`config.mk`:
```
export PLATFORM = sky130hd
export DESIGN_NAME = port_change_detect_alert
export DESIGN_NICKNAME = d
export VERILOG_FILES = /design/src/pcd_pkg.sv /design/src/bus_condition_detect.sv /design/src/port_change_detect_alert.sv /design/src/transition_monitor.sv
export VERILOG_INCLUDE_DIRS = /design/src /design/src/src
export SDC_FILE = /design/constraint.sdc
export NUM_CORES = 1
export LEC_CHECK = 0
export BUFFER_PORTS_ARGS = -buffer_cell sky130_fd_sc_hd__buf_2
export CAP_MARGIN = 20
export CELL_PAD_IN_SITES_DETAIL_PLACEMENT = 1
export CELL_PAD_IN_SITES_GLOBAL_PLACEMENT = 2
export CORE_ASPECT_RATIO = 1.1
export CORE_MARGIN = 10
export CORE_UTILIZATION = 38
export DETAILED_ROUTE_END_ITERATION = 8
export MAX_ROUTING_LAYER = met4
export PLACE_DENSITY_LB_ADDON = 0.15
export SLEW_MARGIN = 20
export SYNTH_ARGS = -nofsm -noshare
export SYNTH_HDL_FRONTEND = slang
export SYNTH_SLANG_ARGS = --single-unit
```
`constraint.sdc`:
```
create_clock -name core_clk -period 5.15 [get_ports core_clk]
set_input_delay 0.7725 -clock core_clk [delete_from_list [all_inputs] [get_ports core_clk]]
set_output_delay 0.7725 -clock core_clk [all_outputs]
set_load 0.01 [all_outputs]
```
`src/pcd_defines.svh`:
```
// constants for the port change detect block
// assumes inclusion by bare name from the design modules
`ifndef PCD_DEFINES_SVH
`define PCD_DEFINES_SVH

// fixed upper bits of the 7-bit target address
`define ADDR_UPPER_BITS   3'h6
// open-drain i/o ports sit at bits 5..2 of the port byte
`define OD_PORT_MASK      8'h3C
`define OD_LSB            2
// push-pull ports at bits 7..6 and 1..0
`define PP_HI_LSB         6
`define PP_LO_LSB         0
// all outputs high (open-drain released) after reset
`define OUT_RESET         8'hFF
// pullup configuration shown before it may be trusted
`define PULLUP_RESET      2'h0
// bits per byte, counted on the bus clock
`define BYTE_BITS         4'h8
`define LAST_TX_BIT       4'h7

`endif

```
`src/pcd_pkg.sv`:
```
// types shared by the port change detect modules
// assumes pcd_defines.svh on the include path
package pcd_pkg;

    // target engine states, gray coded along address -> read path
    typedef enum logic [2:0] {
        ST_IDLE     = 3'h0,
        ST_ADDR     = 3'h1,
        ST_ADDR_ACK = 3'h3,
        ST_RD_DATA  = 3'h2,
        ST_RD_ACK   = 3'h6,
        ST_WR_DATA  = 3'h7,
        ST_WR_ACK   = 3'h5
    } bus_state_type;

    // wiring of one address-select pin
    typedef enum logic [1:0] {
        SEL_GND = 2'h0,
        SEL_VDD = 2'h1,
        SEL_SDA = 2'h2,
        SEL_SCL = 2'h3
    } sel_code_type;

endpackage : pcd_pkg

```
`src/bus_condition_detect.sv`:
```
// start, stop and clock edge detection on the two-wire bus
// assumes scl and sda inputs already synchronous to core_clk
`timescale 1ns/100ps
`default_nettype none

module bus_condition_detect (
    input  wire logic core_clk,
    input  wire logic rst,
    input  wire logic scl_in,
    input  wire logic sda_in,
    output logic      scl_rise,
    output logic      scl_fall,
    output logic      start_det,
    output logic      stop_det
);

    logic scl_ff;
    logic sda_ff;
    logic nxt_scl;
    logic nxt_sda;

    // previous line levels
    always_comb begin
        nxt_scl = scl_in;
        nxt_sda = sda_in;
    end

    always_ff @(posedge core_clk) begin
        if (rst) begin
            scl_ff <= 1'b1;
            sda_ff <= 1'b1;
        end else begin
            scl_ff <= nxt_scl;
            sda_ff <= nxt_sda;
        end
    end

    // edges and conditions: sda moving while scl stays high
    assign scl_rise  = scl_in & ~scl_ff;
    assign scl_fall  = ~scl_in & scl_ff;
    assign start_det = scl_in & scl_ff & sda_ff & ~sda_in;
    assign stop_det  = scl_in & scl_ff & ~sda_ff & sda_in;

endmodule : bus_condition_detect

`default_nettype wire

```
`src/port_change_detect_alert.sv`:
```
// port expander core: two-wire target, output byte, change flags and alert
// assumes all pins are synchronous to core_clk, 25 MHz; pins modelled as
// input, output and output enable; address-select wiring arrives as codes
//
// Function
// - With both select pins on supply or ground the pullup setting is right from two clock cycles after reset onward.
// - With a select pin on a bus line the pullup setting may be the default until the first bus start.
// - Each open-drain port used as input is watched against the level taken at the last access.
// - Snapshot and live inputs are compared constantly and any difference drives the alert low outside a read.
// - A difference sets a flag belonging to that port alone.
// - At the acknowledge of each access the ports are resampled and the old flags cleared.
// - A two-byte read returns port levels and then the previous flags.
// - Longer reads keep alternating level bytes and flag bytes until stop.
// - A long read resamples and clears the flags once per byte pair.
// - Changes during a long read show in later flag bytes or through the alert.
// - The alert stays off during a read and a pending change asserts it at stop.
// - No alert at stop when the changed data already went to the master.
// - One written byte sets all push-pull and open-drain outputs together.
// - Acknowledging the own address releases the alert and clears the flags.
// - The target address is 1,1,0 followed by four bits from the select pins.
// - Port data is sampled in the acknowledge before each returned level byte.
`timescale 1ns/100ps
`default_nettype none
`include "pcd_defines.svh"

module port_change_detect_alert
    import pcd_pkg::*;
(
    input  wire logic       core_clk,
    input  wire logic       rst,
    input  wire logic       scl_in,
    input  wire logic       sda_in,
    output logic            sda_out,
    output logic            sda_oe,
    input  wire logic [1:0] addr_select_low_pin,
    input  wire logic [1:0] addr_select_high_pin,
    input  wire logic [7:0] port_in,
    output logic      [1:0] pp_hi_out,
    output logic      [1:0] pp_lo_out,
    output logic      [3:0] od_out,
    output logic      [3:0] od_oe,
    output logic            alert_out,
    output logic            alert_oe,
    output logic      [1:0] pullup_en
);

    // bus conditions
    logic scl_rise;
    logic scl_fall;
    logic start_det;
    logic stop_det;

    bus_condition_detect u_cond (
        .core_clk  (core_clk),
        .rst       (rst),
        .scl_in    (scl_in),
        .sda_in    (sda_in),
        .scl_rise  (scl_rise),
        .scl_fall  (scl_fall),
        .start_det (start_det),
        .stop_det  (stop_det)
    );

    // change monitor
    logic       resample;
    logic [7:0] flags;
    logic [7:0] flags_held;

    transition_monitor #(
        .WIDTH (8),
        .MASK  (`OD_PORT_MASK)
    ) u_mon (
        .core_clk   (core_clk),
        .rst        (rst),
        .port_in    (port_in),
        .resample   (resample),
        .flags      (flags),
        .flags_held (flags_held)
    );

    // own address from the select pin wiring
    logic [6:0] own_addr;
    assign own_addr = {`ADDR_UPPER_BITS, addr_select_high_pin, addr_select_low_pin};

    // engine state
    bus_state_type state_ff;
    bus_state_type nxt_state;
    logic [3:0]    cnt_ff;
    logic [3:0]    nxt_cnt;
    logic [7:0]    shift_ff;
    logic [7:0]    nxt_shift;
    logic [7:0]    tx_ff;
    logic [7:0]    nxt_tx;
    logic          sda_oe_ff;
    logic          nxt_sda_oe;
    logic          rw_ff;
    logic          nxt_rw;
    logic          flag_next_ff;
    logic          nxt_flag_next;
    logic          reading_ff;
    logic          nxt_reading;
    logic [7:0]    out_ff;
    logic [7:0]    nxt_out;
    logic [3:0]    od_oe_ff;
    logic [3:0]    nxt_od_oe;
    logic          addr_ack_rise;

    localparam logic [7:0] OUT_INIT = `OUT_RESET;

    // byte engine: address, acknowledge, read and write data
    always_comb begin
        nxt_state     = state_ff;
        nxt_cnt       = cnt_ff;
        nxt_shift     = shift_ff;
        nxt_tx        = tx_ff;
        nxt_sda_oe    = sda_oe_ff;
        nxt_rw        = rw_ff;
        nxt_flag_next = flag_next_ff;
        nxt_reading   = reading_ff;
        nxt_out       = out_ff;
        resample      = 1'b0;
        addr_ack_rise = 1'b0;
        if (start_det) begin
            nxt_state  = ST_ADDR;
            nxt_cnt    = 4'h0;
            nxt_sda_oe = 1'b0;
        end else if (stop_det) begin
            nxt_state   = ST_IDLE;
            nxt_sda_oe  = 1'b0;
            nxt_reading = 1'b0;
        end else begin
            case (state_ff)
                ST_IDLE: begin
                    nxt_sda_oe = 1'b0;
                end
                ST_ADDR, ST_WR_DATA: begin
                    if (scl_rise) begin
                        nxt_shift = {shift_ff[6:0], sda_in};
                        nxt_cnt   = cnt_ff + 4'h1;
                    end else if (scl_fall && cnt_ff == `BYTE_BITS) begin
                        nxt_cnt = 4'h0;
                        if (state_ff == ST_WR_DATA) begin
                            nxt_state  = ST_WR_ACK;
                            nxt_sda_oe = 1'b1;
                        end else if (shift_ff[7:1] == own_addr) begin
                            nxt_state  = ST_ADDR_ACK;
                            nxt_sda_oe = 1'b1;
                            nxt_rw     = shift_ff[0];
                        end else begin
                            nxt_state = ST_IDLE;
                        end
                    end
                end
                ST_ADDR_ACK: begin
                    if (scl_rise) begin
                        // every access: resample, clear flags, release alert
                        addr_ack_rise = 1'b1;
                        resample      = 1'b1;
                        nxt_tx        = port_in;
                        nxt_flag_next = 1'b1;
                        nxt_reading   = rw_ff;
                    end else if (scl_fall) begin
                        nxt_cnt = 4'h0;
                        if (rw_ff) begin
                            nxt_state  = ST_RD_DATA;
                            nxt_sda_oe = ~tx_ff[7];
                        end else begin
                            nxt_state  = ST_WR_DATA;
                            nxt_sda_oe = 1'b0;
                        end
                    end
                end
                ST_RD_DATA: begin
                    if (scl_fall) begin
                        if (cnt_ff == `LAST_TX_BIT) begin
                            nxt_state  = ST_RD_ACK;
                            nxt_sda_oe = 1'b0;
                        end else begin
                            nxt_cnt    = cnt_ff + 4'h1;
                            nxt_tx     = {tx_ff[6:0], 1'b0};
                            nxt_sda_oe = ~tx_ff[6];
                        end
                    end
                end
                ST_RD_ACK: begin
                    if (scl_rise) begin
                        if (sda_in) begin
                            // master ends the read; wait for stop
                            nxt_state = ST_IDLE;
                        end else if (flag_next_ff) begin
                            nxt_tx        = flags_held;
                            nxt_flag_next = 1'b0;
                        end else begin
                            resample      = 1'b1;
                            nxt_tx        = port_in;
                            nxt_flag_next = 1'b1;
                        end
                    end else if (scl_fall) begin
                        nxt_state  = ST_RD_DATA;
                        nxt_cnt    = 4'h0;
                        nxt_sda_oe = ~tx_ff[7];
                    end
                end
                ST_WR_ACK: begin
                    if (scl_rise) begin
                        nxt_out = shift_ff;
                    end else if (scl_fall) begin
                        nxt_state  = ST_WR_DATA;
                        nxt_sda_oe = 1'b0;
                    end
                end
                default: begin
                    nxt_state = ST_IDLE;
                end
            endcase
        end
    end

    always_ff @(posedge core_clk) begin
        if (rst) begin
            state_ff     <= ST_IDLE;
            cnt_ff       <= 4'h0;
            shift_ff     <= 8'h00;
            tx_ff        <= 8'h00;
            sda_oe_ff    <= 1'b0;
            rw_ff        <= 1'b0;
            flag_next_ff <= 1'b0;
            reading_ff   <= 1'b0;
            out_ff       <= `OUT_RESET;
        end else begin
            state_ff     <= nxt_state;
            cnt_ff       <= nxt_cnt;
            shift_ff     <= nxt_shift;
            tx_ff        <= nxt_tx;
            sda_oe_ff    <= nxt_sda_oe;
            rw_ff        <= nxt_rw;
            flag_next_ff <= nxt_flag_next;
            reading_ff   <= nxt_reading;
            out_ff       <= nxt_out;
        end
    end

    // open-drain enables in their own flops, so no inverter sits before the pins
    always_comb begin
        nxt_od_oe = ~nxt_out[`OD_LSB +: 4];
    end

    always_ff @(posedge core_clk) begin
        if (rst) begin
            od_oe_ff <= ~OUT_INIT[`OD_LSB +: 4];
        end else begin
            od_oe_ff <= nxt_od_oe;
        end
    end

    // alert: live flags drive it, held off while a read runs
    logic alert_ff;
    logic nxt_alert;

    always_comb begin
        if (addr_ack_rise) begin
            nxt_alert = 1'b0;
        end else begin
            // flags left at stop are changes not yet sent in a level byte
            nxt_alert = (|flags) & ~reading_ff;
        end
    end

    always_ff @(posedge core_clk) begin
        if (rst) begin
            alert_ff <= 1'b0;
        end else begin
            alert_ff <= nxt_alert;
        end
    end

    // pullup setting from the select wiring
    logic       rails_only;
    logic       pull_ok_ff;
    logic       nxt_pull_ok;
    logic [1:0] pullup_ff;
    logic [1:0] nxt_pullup;
    logic       first_ff;
    logic       nxt_first;

    assign rails_only = ~addr_select_high_pin[1] & ~addr_select_low_pin[1];

    always_comb begin
        nxt_first   = 1'b0;
        // rail straps apply right after reset, bus straps after a start
        nxt_pull_ok = pull_ok_ff | (first_ff & rails_only) | start_det;
        nxt_pullup  = pull_ok_ff ? {addr_select_high_pin[0], addr_select_low_pin[0]}
                                 : `PULLUP_RESET;
    end

    always_ff @(posedge core_clk) begin
        if (rst) begin
            first_ff   <= 1'b1;
            pull_ok_ff <= 1'b0;
            pullup_ff  <= `PULLUP_RESET;
        end else begin
            first_ff   <= nxt_first;
            pull_ok_ff <= nxt_pull_ok;
            pullup_ff  <= nxt_pullup;
        end
    end

    // pin drive, all from flip-flops; open-drain pins only pull low
    logic drive_low_ff;

    always_ff @(posedge core_clk) begin
        drive_low_ff <= 1'b0;
    end

    assign sda_out   = drive_low_ff;
    assign sda_oe    = sda_oe_ff;
    assign pp_hi_out = out_ff[`PP_HI_LSB +: 2];
    assign pp_lo_out = out_ff[`PP_LO_LSB +: 2];
    assign od_out    = {4{drive_low_ff}};
    assign od_oe     = od_oe_ff;
    assign alert_out = drive_low_ff;
    assign alert_oe  = alert_ff;
    assign pullup_en = pullup_ff;

endmodule : port_change_detect_alert

`default_nettype wire

```
`src/transition_monitor.sv`:
```
// snapshot register and per-port transition flags
// assumes resample is a one-cycle pulse from the bus engine
`timescale 1ns/100ps
`default_nettype none
`include "pcd_defines.svh"

module transition_monitor #(
    parameter int         WIDTH = 8,
    parameter logic [7:0] MASK  = `OD_PORT_MASK
) (
    input  wire logic             core_clk,
    input  wire logic             rst,
    input  wire logic [WIDTH-1:0] port_in,
    input  wire logic             resample,
    output logic      [WIDTH-1:0] flags,
    output logic      [WIDTH-1:0] flags_held
);

    logic [WIDTH-1:0] snap_ff;
    logic [WIDTH-1:0] flag_ff;
    logic [WIDTH-1:0] held_ff;
    logic [WIDTH-1:0] nxt_snap;
    logic [WIDTH-1:0] nxt_flag;
    logic [WIDTH-1:0] nxt_held;

    // per bit: only monitored ports compare, others stay zero
    genvar i;
    generate
        for (i = 0; i < WIDTH; i++) begin : g_bit
            if (MASK[i]) begin : g_mon
                always_comb begin
                    // snapshot takes the live level, so a change now is kept
                    nxt_snap[i] = resample ? port_in[i] : snap_ff[i];
                    nxt_held[i] = resample ? (flag_ff[i] | (port_in[i] ^ snap_ff[i]))
                                           : held_ff[i];
                    nxt_flag[i] = resample ? 1'b0
                                           : (flag_ff[i] | (port_in[i] ^ snap_ff[i]));
                end
            end else begin : g_fixed
                always_comb begin
                    nxt_snap[i] = 1'b0;
                    nxt_held[i] = 1'b0;
                    nxt_flag[i] = 1'b0;
                end
            end
        end
    endgenerate

    always_ff @(posedge core_clk) begin
        if (rst) begin
            snap_ff <= '0;
            flag_ff <= '0;
            held_ff <= '0;
        end else begin
            snap_ff <= nxt_snap;
            flag_ff <= nxt_flag;
            held_ff <= nxt_held;
        end
    end

    assign flags      = flag_ff;
    assign flags_held = held_ff;

endmodule : transition_monitor

`default_nettype wire

```
==> Implementation_results.wiki <==
{| class="wikitable"
! Metric !! Value
|-
| Outcome || finished, final reports clean
|-
| Initial antenna violation count || 0
|-
| Number of cells produced by synthesis || between 300 and 400
|-
| Highest fanout seen on the critical path || 15
|-
| RSZ-0062 raised after global routing || false
|-
| Number of register bits inferred by synthesis || 58
|-
| Area inside the core boundary || around 7500 um2
|-
| Clock buffer count from CTS || 9
|-
| Min cycle time layout || between 2000 and 2500 ps
|-
| Average cell area after synthesis || slightly below 9 um2
|-
| Class of the worst hold path || reg -> reg
|-
| CTS tree || built
|-
| Final hold vios || 0
|-
| Clock group share of total power || between 40% and 50%
|-
| Count of different cell masters after synthesis || 54
|-
| Chip height || 111.8 um
|-
| Pin count of the biggest net entering global routing || 56
|-
| Total number of placement rows || 33
|-
| Filler cells || 917
|-
| Top cell type by total area after synthesis || dfxtp_1
|-
| Average via count per standard cell || 5.257
|-
| Worst VDD drop || 144.2 uV
|-
| Register area || approximately 1200 um2
|-
| Kind of start point of the critical path || input pin
|-
| Areal power density over the cells || about 310 nW/um2
|-
| Final core utilization || a little over two fifths
|-
| Total area of multi-input combinational cells || ~1600 um2
|-
| Initial core utilization || 38.99%
|-
| Cts repair resizes || 0
|-
| Clk root buf || clkbuf_8
|-
| Drc violations || 0
|-
| Max Transition Viols Final || 0
|-
| Number of enable-type register cells in the synthesized netlist || 0
|-
| Area growth syn-to-layout || 11.72%
|-
| Clock transition time at the flip-flop clock pins of the worst setup and hold paths || approximately 70 ps
|-
| Area of the die || between 10000 and 15000 um2
|-
| GR Overflow Total || 0
|-
| Maximum clock path buffer count || 2
|-
| Routed Wire Length || approximately 7500 um
|-
| Startpoint-to-endpoint class of the critical path || in -> reg
|-
| # port buffers || 27
|-
| Smallest setup slack after layout || ~2700 ps
|-
| Post-synth ARST share || 0%
|-
| Number of clock sinks || 58
|-
| Later-pin clock latency in the skew report || between 300 and 400 ps
|-
| Final setup vio count || 0
|-
| Via Count || 2376
|-
| Last weighted congestion value of the routability-driven placer || 0.8157
|-
| Crit path arrival time || about 2600 ps
|-
| Nets || ~360
|-
| Max-cap check violation count || 0
|-
| Data required, critical path || ~5400 ps
|-
| Number of warnings reported in the yosys synthesis log || 0
|-
| Share of the synthesized area in the top cell type || between 30% and 40%
|-
| Setup WS pre-CTS || between 2000 and 2500 ps
|-
| Switching Power || roughly 250 uW
|-
| Cell leakage power || roughly 1.3 nW
|-
| Final period util || between 40% and 50%
|-
| HPWL after DPL || approximately 5300 um
|-
| Number of post-CTS setup repair buffers || 0
|-
| Drt initial violations || around 120
|-
| Global Route Usage Sum || between 10 and 15%
|-
| Reg power frac || between 40 and 50%
|-
| Combinational fraction of design power || approximately 7.3%
|-
| Worst relative slew slack || 38.85%
|-
| Level count of the clock H-tree || 3
|-
| Die width || approximately 100 um
|-
| FMAX || 411.5 MHz
|-
| Internal power component || about 770 uW
|-
| Wire length of the first global-routing pass || ~12000 um
|-
| Skew final || 13.99 ps
|-
| Actual slew at the worst max-slew pin || approximately 900 ps
|-
| Switching portion of total power || between 20% and 30%
|-
| Worst setup EP type || flop
|-
| Hold bufs inserted after CTS || 0
|-
| Per-cell routed wire length || about 17 um
|-
| Number of optimization iterations in the first detailed-route pass || 4
|-
| Share of the yosys chip area belonging to registers || approximately 40%
|-
| Antenna diode instance count || 0
|-
| Share of cells above drive strength 1 || around 15%
|-
| I/O pin total || 34
|-
| Setup TNS after final layout || 0 ps
|-
| Synth Cell Area || around 2900 um2
|-
| Synth top area cells || dfxtp_1 40%, mux2i_1 7.2%, nor2_1 5.0%
|-
| Main synth FF type || dfxtp_1
|-
| Final antenna-violating net count || 0
|-
| Via count of the first global-routing pass || between 2000 and 2500
|}
[synthesized netlist by cell type (8+ instances only)]
cell type  instances
nor2_1            39
mux2i_1           21
nand2b_1          13
a21oi_1           15
inv_1              8
xor2_1            10
buf_2             10
dfxtp_1           58
nor2b_1            9
buf_4             14
nor3_1             8
nand2_1           13
o21ai_0           10
[cell families (layout without fill, tap and decap cells)]
kind of cell             Yosys count  count (layout)  share of synthesized area (%)
AND/OR/NAND/NOR                  119             119                          22.20
XOR/XNOR                          10              10                          3.005
AO/OA/AOI/OAI                     75              75                          18.33
other                              1               6                         0.1287
multiplexers                      21              21                          7.213
adder cells (fa/ha/maj)            5               5                          2.147
flip-flops                        58              58                          39.85
buffers and inverters             38              53                          7.128
[path summary, 6_finish.rpt]
path / start / endpoint / slack [ps] / cells past startpoint
worst min-delay path: reading_ff$_SDFFE_PP0P_ / alert_oe$_SDFF_PP0_ / 450 / 1
worst min register to register: reading_ff$_SDFFE_PP0P_ / alert_oe$_SDFF_PP0_ / 450 / 1
worst max-delay path: scl_in / tx_ff[0]$_SDFFE_PP0P_ / 2720 / 8
worst max register to register: state_ff[0]$_SDFFE_PP0P_ / tx_ff[5]$_SDFFE_PP0P_ / 2870 / 5
[power groups by stage]
stage | Combinational (mW) | Sequential (mW) | Clock [mW]
floorplan | 0.0580 | 0.470 | 0
global placement | 0.0736 | 0.476 | 0
detailed placement | 0.0746 | 0.476 | 0
CTS | 0.0749 | 0.466 | 0.490
global route | 0.0822 | 0.467 | 0.512
finish | 0.0740 | 0.466 | 0.477
[final cells by class]
cell class	instances	share of cell area [%]
clock buffers	11	4.343
clock inverters	5	2.383
inverters	8	0.9224
multi-input cells	236	48.04
flip-flops and latches	58	35.66
well taps	105	4.035
repair buffers	29	4.612
[layout by cell type, fill, tap and decap left out, types with 8 or more instances in the layout]
cell,count
nor3_1,8
mux2i_1,21
a21oi_1,15
nand2_1,13
clkbuf_8,10
nor2b_1,9
o21ai_0,10
inv_1,8
buf_2,27
xor2_1,10
dfxtp_1,58
nor2_1,39
nand2b_1,13
[registers in the layout (all words and copies together), names as in the netlist, 2 cells and up]
signal,cells
od_oe,4
u_mon.snap_ff,4
state_ff,3
cnt_ff,4
tx_ff,8
shift_ff,8
out_ff,8
u_mon.flags,4
pullup_en,2
u_mon.flags_held,4
[metrics by stage]
| stage | cells | power (mW) | cell area (um2) | hold WS [ps] |
|---|---|---|---|---|
| after global placement | 436 | 0.5494 | 3037 | 443.9 |
| after CTS | 452 | 1.031 | 3256 | 458.9 |
| final | 452 | 1.016 | 3256 | 446.8 |
| after floorplan | 332 | 0.5282 | 2933 | 397.8 |
| after global routing | 452 | 1.061 | 3256 | 485.4 |
| after detailed placement | 436 | 0.5506 | 3037 | 450.9 |
[layer usage]
metal	vias up	share of wire, %	global-route usage [%]	wire, um
met5	-	0	-	0
met4	0	1.7	5.571	129
met3	10	2.3	2.968	172
met2	29	48	21.36	3623
met1	1157	48	17.32	3562
li1	1180	-	-	-
[critical path: stages]
cell and delay, ps:
buf_2 110, inv_1 50, ha_1 280, nor2b_1 180, a22o_1 240, a21oi_1 730, nand4b_1 210, a21oi_1 70
No activity file was read; power rests on OpenSTA's default activity.
